`src/hw/ltid_defines.svh`:
```
// Opcode fields and cycle counts for the literal and table instruction decoder.
// Assumes 16-bit instruction words as fetched from program memory.
`ifndef LTID_DEFINES_SVH
`define LTID_DEFINES_SVH
`define LTID_GRP_LIT 4'h0
`define LTID_GRP_PTR 4'he
`define LTID_GRP_EXT 4'hf
`define LTID_SUB_ADD 4'hf
`define LTID_SUB_AND 4'hb
`define LTID_SUB_OR 4'h9
`define LTID_SUB_XOR 4'ha
`define LTID_SUB_SUB 4'h8
`define LTID_SUB_LOAD 4'he
`define LTID_SUB_MUL 4'hd
`define LTID_SUB_RET 4'hc
`define LTID_SUB_MISC 4'h0
`define LTID_SUB_BANK 4'h1
`define LTID_PSUB_ADD 4'h8
`define LTID_PSUB_SUB 4'h9
`define LTID_PSUB_LOAD 4'he
`define LTID_TBL_RD 2'h2
`define LTID_TBL_WT 2'h3
`define LTID_CYC_ONE 3'h1
`define LTID_CYC_TWO 3'h2
`define LTID_CYC_TBL_MAX 3'h5
`define LTID_BANK_FORCE 2'h0
`endif

```
`src/hw/ltid_pkg.sv`:
```
// Types shared by the instruction decoder.
// Assumes nothing beyond the defines header.
package ltid_pkg;
    typedef enum logic [3:0] {
        LTID_NOP, LTID_ADD, LTID_AND, LTID_OR, LTID_XOR, LTID_SUBL, LTID_LOAD, LTID_MUL,
        LTID_RET, LTID_BANK, LTID_PLOAD, LTID_PADD, LTID_PSUB, LTID_TABLE_READ_OP, LTID_TABLE_WRITE_OP,
        LTID_ILLEGAL
    } ltid_op_t;
    typedef enum logic [1:0] {
        LTID_TBL_KEEP, LTID_TBL_POSTINC, LTID_TBL_POSTDEC, LTID_TBL_PREINC
    } ltid_tbl_t;
endpackage

```
`src/hw/ltid_decoder.sv`:
```
// Decoder for literal, pointer and table instructions of an 8-bit core.
// Assumes one fetched word per valid strobe, and that the datapath reports
// program counter changes, true conditions and table completion.
// Operation
// - 0000 1111 k adds literal to working register, one cycle, C DC Z OV N.
// - 0000 1011 k ANDs literal with working register, one cycle, Z N.
// - 0000 1001 k ORs literal into working register, one cycle, Z N.
// - 0000 1010 k XORs literal with working register, one cycle, Z N.
// - 0000 1000 k subtracts working register from literal, one cycle, all flags.
// - 0000 1110 k loads literal into working register, one cycle, no flags.
// - 0000 1101 k multiplies literal by working register, one cycle, no flags.
// - 0000 1100 k returns with literal in working register, two cycles.
// - 0000 0001 00kk kkkk loads six-bit literal into bank select bits five-zero.
// - Two-word pointer load of a 14-bit literal, two cycles, no flags.
// - 1110 1000 ffkk kkkk adds six-bit literal to selected pointer.
// - 1110 1001 ffkk kkkk subtracts six-bit literal from selected pointer.
// - 0000 0000 0000 10xx table read, 2 to 5 cycles, xx selects pointer mode.
// - 0000 0000 0000 11xx table write, 2 to 5 cycles, xx selects pointer mode.
// - Program counter change or true condition adds one no-operation cycle.
// - Stray extension words (1111) decode as no-operation unless consumed as operand.
// - Register move source and destination fields get upper bank bits forced zero.
`timescale 1ns/1ps
`include "ltid_defines.svh"
module ltid_decoder
    import ltid_pkg::*;
#(
    parameter int WORD_W = 16,
    parameter int MOVE_ADDR_W = 14
) (
    input wire logic clk_sys,
    input wire logic rstn,
    input wire logic instr_valid,
    input wire logic [WORD_W-1:0] instr_word,
    input wire logic pc_changed,
    input wire logic cond_true,
    input wire logic table_done,
    input wire logic [MOVE_ADDR_W-1:0] move_src_addr,
    input wire logic [MOVE_ADDR_W-1:0] move_dst_addr,
    output ltid_op_t op,
    output logic op_valid,
    output logic [7:0] literal,
    output logic [13:0] pointer_literal,
    output logic [1:0] pointer_sel,
    output ltid_tbl_t table_mode,
    output logic [2:0] cycles,
    output logic [4:0] flag_update,
    output logic extra_nop,
    output logic busy,
    output logic [MOVE_ADDR_W-1:0] move_src_limited,
    output logic [MOVE_ADDR_W-1:0] move_dst_limited
);
    // The decode tables assume 16-bit words, and the bank forcing needs at least
    // three address bits to leave anything below the two forced ones.
    if (WORD_W != 16 || MOVE_ADDR_W < 3) begin : g_bad_params
        $error("ltid_decoder: unsupported parameter values");
    end

    // Flag order in flag_update is {N, OV, Z, DC, C}.
    localparam logic [4:0] FLAGS_ALL = 5'h1f;
    localparam logic [4:0] FLAGS_ZN = 5'h14;
    localparam logic [4:0] FLAGS_NONE = 5'h00;

    typedef enum logic [1:0] {LTID_S_FIRST, LTID_S_SECOND, LTID_S_TABLE} ltid_state_t;
    ltid_state_t state;
    logic [1:0] held_sel;
    logic [3:0] held_hi;
    logic [2:0] tbl_count;

    function automatic ltid_op_t ltid_classify(input logic [15:0] w);
        ltid_op_t r;
        r = LTID_ILLEGAL;
        unique case (w[15:12])
            `LTID_GRP_LIT: begin
                unique case (w[11:8])
                    `LTID_SUB_ADD: r = LTID_ADD;
                    `LTID_SUB_AND: r = LTID_AND;
                    `LTID_SUB_OR: r = LTID_OR;
                    `LTID_SUB_XOR: r = LTID_XOR;
                    `LTID_SUB_SUB: r = LTID_SUBL;
                    `LTID_SUB_LOAD: r = LTID_LOAD;
                    `LTID_SUB_MUL: r = LTID_MUL;
                    `LTID_SUB_RET: r = LTID_RET;
                    `LTID_SUB_BANK: r = (w[7:6] == 2'h0) ? LTID_BANK : LTID_ILLEGAL;
                    `LTID_SUB_MISC: begin
                        if (w[7:4] == 4'h0 && w[3:2] == `LTID_TBL_RD) begin
                            r = LTID_TABLE_READ_OP;
                        end else if (w[7:4] == 4'h0 && w[3:2] == `LTID_TBL_WT) begin
                            r = LTID_TABLE_WRITE_OP;
                        end else if (w[7:0] == 8'h00) begin
                            r = LTID_NOP;
                        end
                    end
                    default: r = LTID_ILLEGAL;
                endcase
            end
            `LTID_GRP_PTR: begin
                unique case (w[11:8])
                    `LTID_PSUB_ADD: r = LTID_PADD;
                    `LTID_PSUB_SUB: r = LTID_PSUB;
                    `LTID_PSUB_LOAD: r = (w[7:6] == 2'h0) ? LTID_PLOAD : LTID_ILLEGAL;
                    default: r = LTID_ILLEGAL;
                endcase
            end
            // A stray extension word outside a pointer load runs as a no-operation.
            `LTID_GRP_EXT: r = LTID_NOP;
            default: r = LTID_ILLEGAL;
        endcase
        return r;
    endfunction

    function automatic logic [4:0] ltid_flags(input ltid_op_t o);
        unique case (o)
            LTID_ADD, LTID_SUBL: return FLAGS_ALL;
            LTID_AND, LTID_OR, LTID_XOR: return FLAGS_ZN;
            default: return FLAGS_NONE;
        endcase
    endfunction

    function automatic logic ltid_is_table(input ltid_op_t o);
        return o == LTID_TABLE_READ_OP || o == LTID_TABLE_WRITE_OP;
    endfunction

    ltid_op_t dec_op;
    assign dec_op = ltid_classify(instr_word);

    // Sequencing: pointer load waits for its operand word; table ops wait for done or the five-cycle ceiling.
    always_ff @(posedge clk_sys) begin
        if (!rstn) begin
            state <= LTID_S_FIRST;
            held_sel <= 2'h0;
            held_hi <= 4'h0;
            tbl_count <= 3'h0;
        end else begin
            unique case (state)
                LTID_S_FIRST: begin
                    if (instr_valid && dec_op == LTID_PLOAD) begin
                        state <= LTID_S_SECOND;
                        held_sel <= instr_word[5:4];
                        held_hi <= instr_word[3:0];
                    end else if (instr_valid && ltid_is_table(dec_op)) begin
                        state <= LTID_S_TABLE;
                        tbl_count <= `LTID_CYC_ONE;
                    end
                end
                LTID_S_SECOND: begin
                    if (instr_valid) begin
                        state <= LTID_S_FIRST;
                    end
                end
                LTID_S_TABLE: begin
                    // The table access ends on done, or at the five-cycle ceiling.
                    if (table_done || tbl_count == `LTID_CYC_TBL_MAX - 3'h1) begin
                        state <= LTID_S_FIRST;
                    end
                    tbl_count <= tbl_count + 3'h1;
                end
            endcase
        end
    end

    // Decoded controls, registered so the datapath sees clean flip-flop outputs.
    always_ff @(posedge clk_sys) begin
        if (!rstn) begin
            op <= LTID_NOP;
            op_valid <= 1'b0;
            literal <= 8'h00;
            pointer_literal <= 14'h0000;
            pointer_sel <= 2'h0;
            table_mode <= LTID_TBL_KEEP;
            cycles <= `LTID_CYC_ONE;
            flag_update <= FLAGS_NONE;
        end else begin
            op_valid <= 1'b0;
            if (instr_valid && state == LTID_S_SECOND) begin
                op_valid <= 1'b1;
                flag_update <= FLAGS_NONE;
                if (instr_word[15:12] == `LTID_GRP_EXT && instr_word[11:10] == 2'h0) begin
                    op <= LTID_PLOAD;
                    pointer_sel <= held_sel;
                    pointer_literal <= {held_hi, instr_word[9:0]};
                    cycles <= `LTID_CYC_TWO;
                end else begin
                    op <= LTID_ILLEGAL;
                    cycles <= `LTID_CYC_ONE;
                end
            end else if (instr_valid && state == LTID_S_FIRST && dec_op != LTID_PLOAD) begin
                op_valid <= 1'b1;
                op <= dec_op;
                literal <= (dec_op == LTID_BANK) ? {2'h0, instr_word[5:0]} : instr_word[7:0];
                if (dec_op == LTID_PADD || dec_op == LTID_PSUB) begin
                    pointer_sel <= instr_word[7:6];
                    pointer_literal <= {8'h00, instr_word[5:0]};
                end
                table_mode <= ltid_tbl_t'(instr_word[1:0]);
                flag_update <= ltid_flags(dec_op);
                if (dec_op == LTID_RET || ltid_is_table(dec_op)) begin
                    cycles <= `LTID_CYC_TWO;
                end else begin
                    cycles <= `LTID_CYC_ONE;
                end
            end
        end
    end

    always_ff @(posedge clk_sys) begin
        if (!rstn) begin
            extra_nop <= 1'b0;
            busy <= 1'b0;
        end else begin
            extra_nop <= pc_changed || cond_true;
            busy <= (state != LTID_S_FIRST && !(state == LTID_S_SECOND && instr_valid))
                || (state == LTID_S_FIRST && instr_valid
                    && (dec_op == LTID_PLOAD || ltid_is_table(dec_op)));
        end
    end

    always_ff @(posedge clk_sys) begin
        if (!rstn) begin
            move_src_limited <= '0;
            move_dst_limited <= '0;
        end else begin
            move_src_limited <= {`LTID_BANK_FORCE, move_src_addr[MOVE_ADDR_W-3:0]};
            move_dst_limited <= {`LTID_BANK_FORCE, move_dst_addr[MOVE_ADDR_W-3:0]};
        end
    end

    a_flags_add_sub: assert property (@(posedge clk_sys) disable iff (!rstn)
        instr_valid && state == LTID_S_FIRST && (dec_op == LTID_ADD || dec_op == LTID_SUBL)
        |=> op_valid && flag_update == 5'h1f && cycles == 3'h1)
        else $error("add or subtract literal decoded wrongly");
    a_sub_literal: assert property (@(posedge clk_sys) disable iff (!rstn)
        instr_valid && state == LTID_S_FIRST && instr_word[15:8] == 8'h08
        |=> op == LTID_SUBL && literal == $past(instr_word[7:0]))
        else $error("subtract from literal decoded wrongly");
    a_flags_logic_ops: assert property (@(posedge clk_sys) disable iff (!rstn)
        instr_valid && state == LTID_S_FIRST && instr_word[15:8] inside {8'h0b, 8'h09, 8'h0a}
        |=> flag_update == 5'h14 && op inside {LTID_AND, LTID_OR, LTID_XOR})
        else $error("logic literal op flags wrong");
    a_or_literal: assert property (@(posedge clk_sys) disable iff (!rstn)
        instr_valid && state == LTID_S_FIRST && instr_word[15:8] == 8'h09
        |=> op == LTID_OR && cycles == 3'h1 && literal == $past(instr_word[7:0]))
        else $error("or literal decoded wrongly");
    a_xor_literal: assert property (@(posedge clk_sys) disable iff (!rstn)
        instr_valid && state == LTID_S_FIRST && instr_word[15:8] == 8'h0a
        |=> op == LTID_XOR && cycles == 3'h1 && literal == $past(instr_word[7:0]))
        else $error("xor literal decoded wrongly");
    a_load_mul_flags: assert property (@(posedge clk_sys) disable iff (!rstn)
        instr_valid && state == LTID_S_FIRST && instr_word[15:8] inside {8'h0e, 8'h0d}
        |=> op inside {LTID_LOAD, LTID_MUL} && flag_update == 5'h00 && cycles == 3'h1
            && literal == $past(instr_word[7:0]))
        else $error("load or multiply literal decoded wrongly");
    a_mul_literal: assert property (@(posedge clk_sys) disable iff (!rstn)
        instr_valid && state == LTID_S_FIRST && instr_word[15:8] == 8'h0d
        |=> op == LTID_MUL && flag_update == 5'h00)
        else $error("multiply literal decoded wrongly");
    a_ret_two_cycles: assert property (@(posedge clk_sys) disable iff (!rstn)
        instr_valid && state == LTID_S_FIRST && instr_word[15:8] == 8'h0c
        |=> op == LTID_RET && cycles == 3'h2 && flag_update == 5'h00
            && literal == $past(instr_word[7:0]))
        else $error("return with literal decoded wrongly");
    a_bank_literal: assert property (@(posedge clk_sys) disable iff (!rstn)
        instr_valid && state == LTID_S_FIRST && instr_word[15:6] == 10'h004
        |=> op == LTID_BANK && literal[7:6] == 2'h0
            && literal[5:0] == $past(instr_word[5:0]))
        else $error("bank literal decoded wrongly");
    a_pointer_load_pair: assert property (@(posedge clk_sys) disable iff (!rstn)
        instr_valid && state == LTID_S_FIRST && instr_word[15:6] == 10'h3b8 ##1
        instr_valid && instr_word[15:10] == 6'h3c
        |=> op == LTID_PLOAD && cycles == 3'h2
            && pointer_literal[9:0] == $past(instr_word[9:0]))
        else $error("pointer load not paired");
    a_pload_waits: assert property (@(posedge clk_sys) disable iff (!rstn)
        instr_valid && state == LTID_S_FIRST && instr_word[15:6] == 10'h3b8
        |=> busy && !op_valid)
        else $error("pointer load first word answered too early");
    a_pointer_add_sub: assert property (@(posedge clk_sys) disable iff (!rstn)
        instr_valid && state == LTID_S_FIRST && instr_word[15:9] == 7'h74
        |=> op inside {LTID_PADD, LTID_PSUB} && pointer_sel == $past(instr_word[7:6])
            && pointer_literal == {8'h00, $past(instr_word[5:0])})
        else $error("pointer add or subtract decoded wrongly");
    a_pointer_sub: assert property (@(posedge clk_sys) disable iff (!rstn)
        instr_valid && state == LTID_S_FIRST && instr_word[15:8] == 8'he9
        |=> op == LTID_PSUB && flag_update == 5'h00 && cycles == 3'h1)
        else $error("pointer subtract decoded wrongly");
    a_table_mode: assert property (@(posedge clk_sys) disable iff (!rstn)
        instr_valid && state == LTID_S_FIRST && instr_word[15:3] == 13'h0001
        |=> op_valid && table_mode == ltid_tbl_t'($past(instr_word[1:0])) ##1 busy)
        else $error("table access decoded wrongly");
    a_table_write: assert property (@(posedge clk_sys) disable iff (!rstn)
        instr_valid && state == LTID_S_FIRST && instr_word[15:2] == 14'h0003
        |=> op == LTID_TABLE_WRITE_OP && cycles == 3'h2 && flag_update == 5'h00)
        else $error("table write decoded wrongly");
    a_table_quiet: assert property (@(posedge clk_sys) disable iff (!rstn)
        state == LTID_S_TABLE |=> !op_valid)
        else $error("word decoded during a table access");
    a_table_bound: assert property (@(posedge clk_sys) disable iff (!rstn)
        state == LTID_S_TABLE && tbl_count == 3'h4 |=> state == LTID_S_FIRST)
        else $error("table access exceeded five cycles");
    a_extra_nop: assert property (@(posedge clk_sys) disable iff (!rstn)
        (pc_changed || cond_true) |=> extra_nop)
        else $error("extra cycle not flagged");
    a_extra_nop_clear: assert property (@(posedge clk_sys) disable iff (!rstn)
        !(pc_changed || cond_true) |=> !extra_nop)
        else $error("extra cycle flagged without cause");
    a_stray_ext_nop: assert property (@(posedge clk_sys) disable iff (!rstn)
        instr_valid && state == LTID_S_FIRST && instr_word[15:12] == 4'hf
        |=> op == LTID_NOP)
        else $error("stray extension word not a no-operation");
    a_second_word_bad: assert property (@(posedge clk_sys) disable iff (!rstn)
        instr_valid && state == LTID_S_SECOND && instr_word[15:10] != 6'h3c
        |=> op_valid && op == LTID_ILLEGAL)
        else $error("bad pointer load operand word accepted");
    a_bank_forced: assert property (@(posedge clk_sys) disable iff (!rstn)
        $past(rstn) |-> move_src_limited[MOVE_ADDR_W-1 -: 2] == 2'h0
            && move_dst_limited[MOVE_ADDR_W-1 -: 2] == 2'h0
            && move_src_limited[MOVE_ADDR_W-3:0] == $past(move_src_addr[MOVE_ADDR_W-3:0]))
        else $error("move operand bank bits not forced");
    a_op_valid_cause: assert property (@(posedge clk_sys) disable iff (!rstn)
        op_valid |-> $past(instr_valid) && $past(state) != LTID_S_TABLE)
        else $error("decode strobe without a taken word");
endmodule

```
`config.mk`:
```
export PLATFORM = sky130hd
export DESIGN_NAME = ltid_decoder
export DESIGN_NICKNAME = d
export VERILOG_FILES = /design/src/hw/ltid_pkg.sv /design/src/hw/ltid_decoder.sv
export VERILOG_INCLUDE_DIRS = /design/src /design/src/hw
export SDC_FILE = /design/constraint.sdc
export NUM_CORES = 1
export LEC_CHECK = 0
export ABC_AREA = 1
export BUFFER_PORTS_ARGS = -buffer_cell sky130_fd_sc_hd__buf_4
export CAP_MARGIN = 40
export CORE_MARGIN = 3
export CORE_UTILIZATION = 49
export DETAILED_ROUTE_END_ITERATION = 8
export PLACE_DENSITY = 0.83
export SLEW_MARGIN = 20
export SYNTH_ARGS = -nofsm -noshare
export SYNTH_HDL_FRONTEND = slang
export SYNTH_SLANG_ARGS = --single-unit
```
`constraint.sdc`:
```
create_clock -name clk_sys -period 2.1 [get_ports clk_sys]
set_clock_uncertainty 0.05 [all_clocks]
set_input_delay 0.42 -clock clk_sys [delete_from_list [all_inputs] [get_ports clk_sys]]
set_output_delay 0.42 -clock clk_sys [all_outputs]
set_load 0.02 [all_outputs]
```
==> run_results.csv <==
group,metric,value,unit
timing,setup_viol,0,
timing,worstMarginPinSlew,0.6011,ns
setup_path,critPathCaptureType,"flip-flop",
clock_tree,cts_max_path_buffers,2,
setup_path,rr_endpoint,"pointer_literal[1]",
timing,period_needed,2.008,ns
placed_design,placed_cells,641,
logic_synthesis,synth_top_area_cell,"dfxtp_1",
cells_and_area,layout.cells.non_filler,659,
logic_synthesis,synth_top_family_by_area,"simple AND/OR/NAND/NOR gates",
die,die_x,85.66,µm
pwr,p_leak,2.400,nW
setup_path,r2r_start,"state[1]",
setup_path,critPathMaxFanout,10,
placed_design,dpl.hpwl,6459,µm
detailed_routing,wl_per_cell,13.11,µm
pwr,intPower,2.321,mW
die,start_util,51.60,%
die,die_area,7337,µm²
grt,overflow,0,
run_status,outcome,"complete, no violations",
logic_synthesis,synth_seq_cells,70,
detailed_routing,routed_via_density,4.914,
cells_and_area,fin_util,74.63,%
grt,grt_pass1_wl,13700,µm
placed_design,gp_congestion,0.8494,
logic_synthesis,synthMuxAreaShare,0,%
logic_synthesis,synthXorXnorAreaFrac,0.2817,%
logic_synthesis,netlist_top_cells_area,"dfxtp_1, nand2_1, inv_1",
die,die_h,85.66,µm
placed_design,place_area,4227,µm²
die,coreArea,6026,µm²
detailed_routing,dr.pass1.iters,5,
logic_synthesis,syn_area,3109,µm²
clock_tree,cts_buffers,9,
clock_tree,clk_pin_slew_worst_paths,0.07,ns
timing,hold_viol,0,
detailed_routing,ant_nets,0,
hold_path,min_path_type,"primary input to flip-flop",
logic_synthesis,synth_edf_count,0,
logic_synthesis,synthAdderAreaFrac,2.012,%
pwr,clkPwrFrac,32.7,%
setup_path,r2r.worst_path.cells,10,
logic_synthesis,synth_most_common_cell,"nand2_1",
setup_path,crit_required,2.28,ns
logic_synthesis,ys_types,27,
setup_path,critical_path_arrival,2.18,ns
die,row_count,28,
cells_and_area,drive_gt1_share,34.08,%
pwr,p_seq_share,44.2,%
pwr,power.density,733.5,nW/µm²
run,max_cap_violations,0,
cells_and_area,diodes,0,
pwr,ir_worst_vdd,0.5769,mV
logic_synthesis,ys_top_cells_by_count,"nand2_1, dfxtp_1, inv_1",
die,num_io_pins,119,
clock_tree,root_buffer,"clkbuf_8",
pwr,comb_power_share,23.1,%
setup_path,crit_path_end,"pointer_literal[1]",
logic_synthesis,syn_inst,435,
grt,grt_max_degree,31,
logic_synthesis,syn_area_per_cell,7.148,µm²
timing,max_freq,498.0,MHz
timing,period_share,95.62,%
setup_path,ff2ff_setup_slack,0.27,ns
pwr,switching_share,29.63,%
setup_path,critPathLaunchType,"primary input",
grt,grt_pass1_vias,3114,
timing,drv_slew,0,
logic_synthesis,synth_top_area_share,45.07,%
clock_tree,cts.sinks,70,
grt,grt.total_usage,23.59,%
clock_tree,cts_tree,"done",
grt,antenna_found_initial,0,
cells_and_area,finish.instance_area,4497,µm²
detailed_routing,drtIter0Drc,145,
logic_synthesis,ys_async_sr_fraction,0,%
logic_synthesis,yosys_warnings,0,
detailed_routing,finalWirelength,8637,µm
cells_and_area,nNetsFinal,635,
timing,max_slew_margin,59.88,%
clock_tree,clk_latency,0.34,ns
detailed_routing,drc,0,
detailed_routing,vias,3238,
setup_path,critPathKind,"primary input to flip-flop",
placed_design,numPortBuffers,109,
setup_path,crit_path_start,"instr_word[6]",
logic_synthesis,synth-main-ff-cell,"dfxtp_1",
pwr,power_switching,977.2,µW
cells_and_area,syn_to_final_growth,44.63,%
logic_synthesis,synth_compound_area_share,10.91,%
logic_synthesis,ys_seq_area_share,45.07,%
logic_synthesis,synth-simple-area-share,28.57,%
clock_tree,h-tree-depth,3,
per-stage QoR:
step / power (mW) / setup TNS, ns / setup slack, ns / hold slack, ns
6_report: 3.298 / 0 / 0.09189 / 0.2085
5_1_grt: 3.472 / -0.03075 / -0.01516 / 0.1965
4_1_cts: 3.304 / 0 / 0.1211 / 0.1953
3_5_place_dp: 2.230 / -5.767 / -0.2186 / 0.4015
3_3_place_gp: 2.205 / -5.289 / -0.2219 / 0.4017
2_1_floorplan: 1.893 / 0 / 0.1397 / 0.4060
placed cells by master, fill, tap and decap left out, drive strengths merged, types with 3 or more instances in the layout:
cell type	synthesis	layout
ha	5	5
conb	1	5
buf	16	152
nand3	20	20
nand2	114	114
nand4	12	12
clkbuf	8	11
dfxtp	70	70
a21oi	40	40
nor2	51	51
clkinv	0	3
inv	68	68
o21ai	24	24
power by group through the flow:
stage / registers (mW) / logic, mW / clock network (mW)
finish: 1.46 / 0.763 / 1.08
global route: 1.46 / 0.839 / 1.17
CTS: 1.46 / 0.749 / 1.10
detailed placement: 1.49 / 0.744 / 0
global placement: 1.48 / 0.723 / 0
floorplan: 1.57 / 0.325 / 0
worst min-delay path by stage:
| stage | from | end | slack (ns) | cells after the start |
|---|---|---|---|---|
| after CTS | move_dst_addr[7] | move_dst_limited[7] | 0.20 | 3 |
| after global routing | move_src_addr[9] | move_src_limited[9] | 0.20 | 3 |
| after global placement | pointer_literal[6] | pointer_literal[6] | 0.40 | 2 |
| after floorplan | state[1] | state[1] | 0.41 | 2 |
| after detailed placement | pointer_literal[6] | pointer_literal[6] | 0.40 | 2 |
| final | move_dst_addr[7] | move_dst_limited[7] | 0.21 | 3 |
what timing repair did:
item,CTS,global route
buffers inserted,0,1
hold buffers,0,0
endpoints found under the setup margin,0,23
gates resized for setup,0,7
sequential cells by signal, summed over array words and instances, names as in the netlist:
name and cells:
pointer_literal 14, move_dst_limited 12, move_src_limited 12, literal 8, held_hi 4, op 4
tbl_count 3, cycles 2, flag_update 2, held_sel 2, pointer_sel 2, state 2
busy 1, extra_nop 1, op_valid 1
routing by layer:
metal	track usage [%]	up-vias	share of wire (%)
met5	0	-	0
met4	11.80	0	2.0
met3	6.340	14	7.7
met2	41.95	152	51
met1	25.72	1445	40
li1	-	1627	-
cells by family after synthesis:
logic type / count (synthesis)
xor gates and xnor gates: 1
DFF: 70
and+or+nand+nor: 200
other: 1
buffers and inverters: 92
adders and majority gates: 5
AOI/OAI and AO/OA: 66
worst max-delay path, stage by stage:
cell and delay, ns:
buf_4 0.13, inv_1 0.07, nand2_1 0.10, nor2_1 0.11, nand2_1 0.09, nand2_1 0.10
nand2_1 0.10, a21oi_4 0.23, nor2_4 0.08, nand2_4 0.08, nand2_4 0.07, nand2_4 0.11
nand3_4 0.12, buf_12 0.16, nor2_1 0.14, nor2_2 0.07
area by class of cell:
class,instances,area (µm²)
multi-input cells,277,1346
fillers,448,1529
clock buffers,10,137.6
inverters,68,255.2
well taps,75,93.84
repair buffers,154,1202
flip-flops and latches,70,1401
clock inverters,5,60.06
Note: power is estimated with default switching activity, not from simulation.
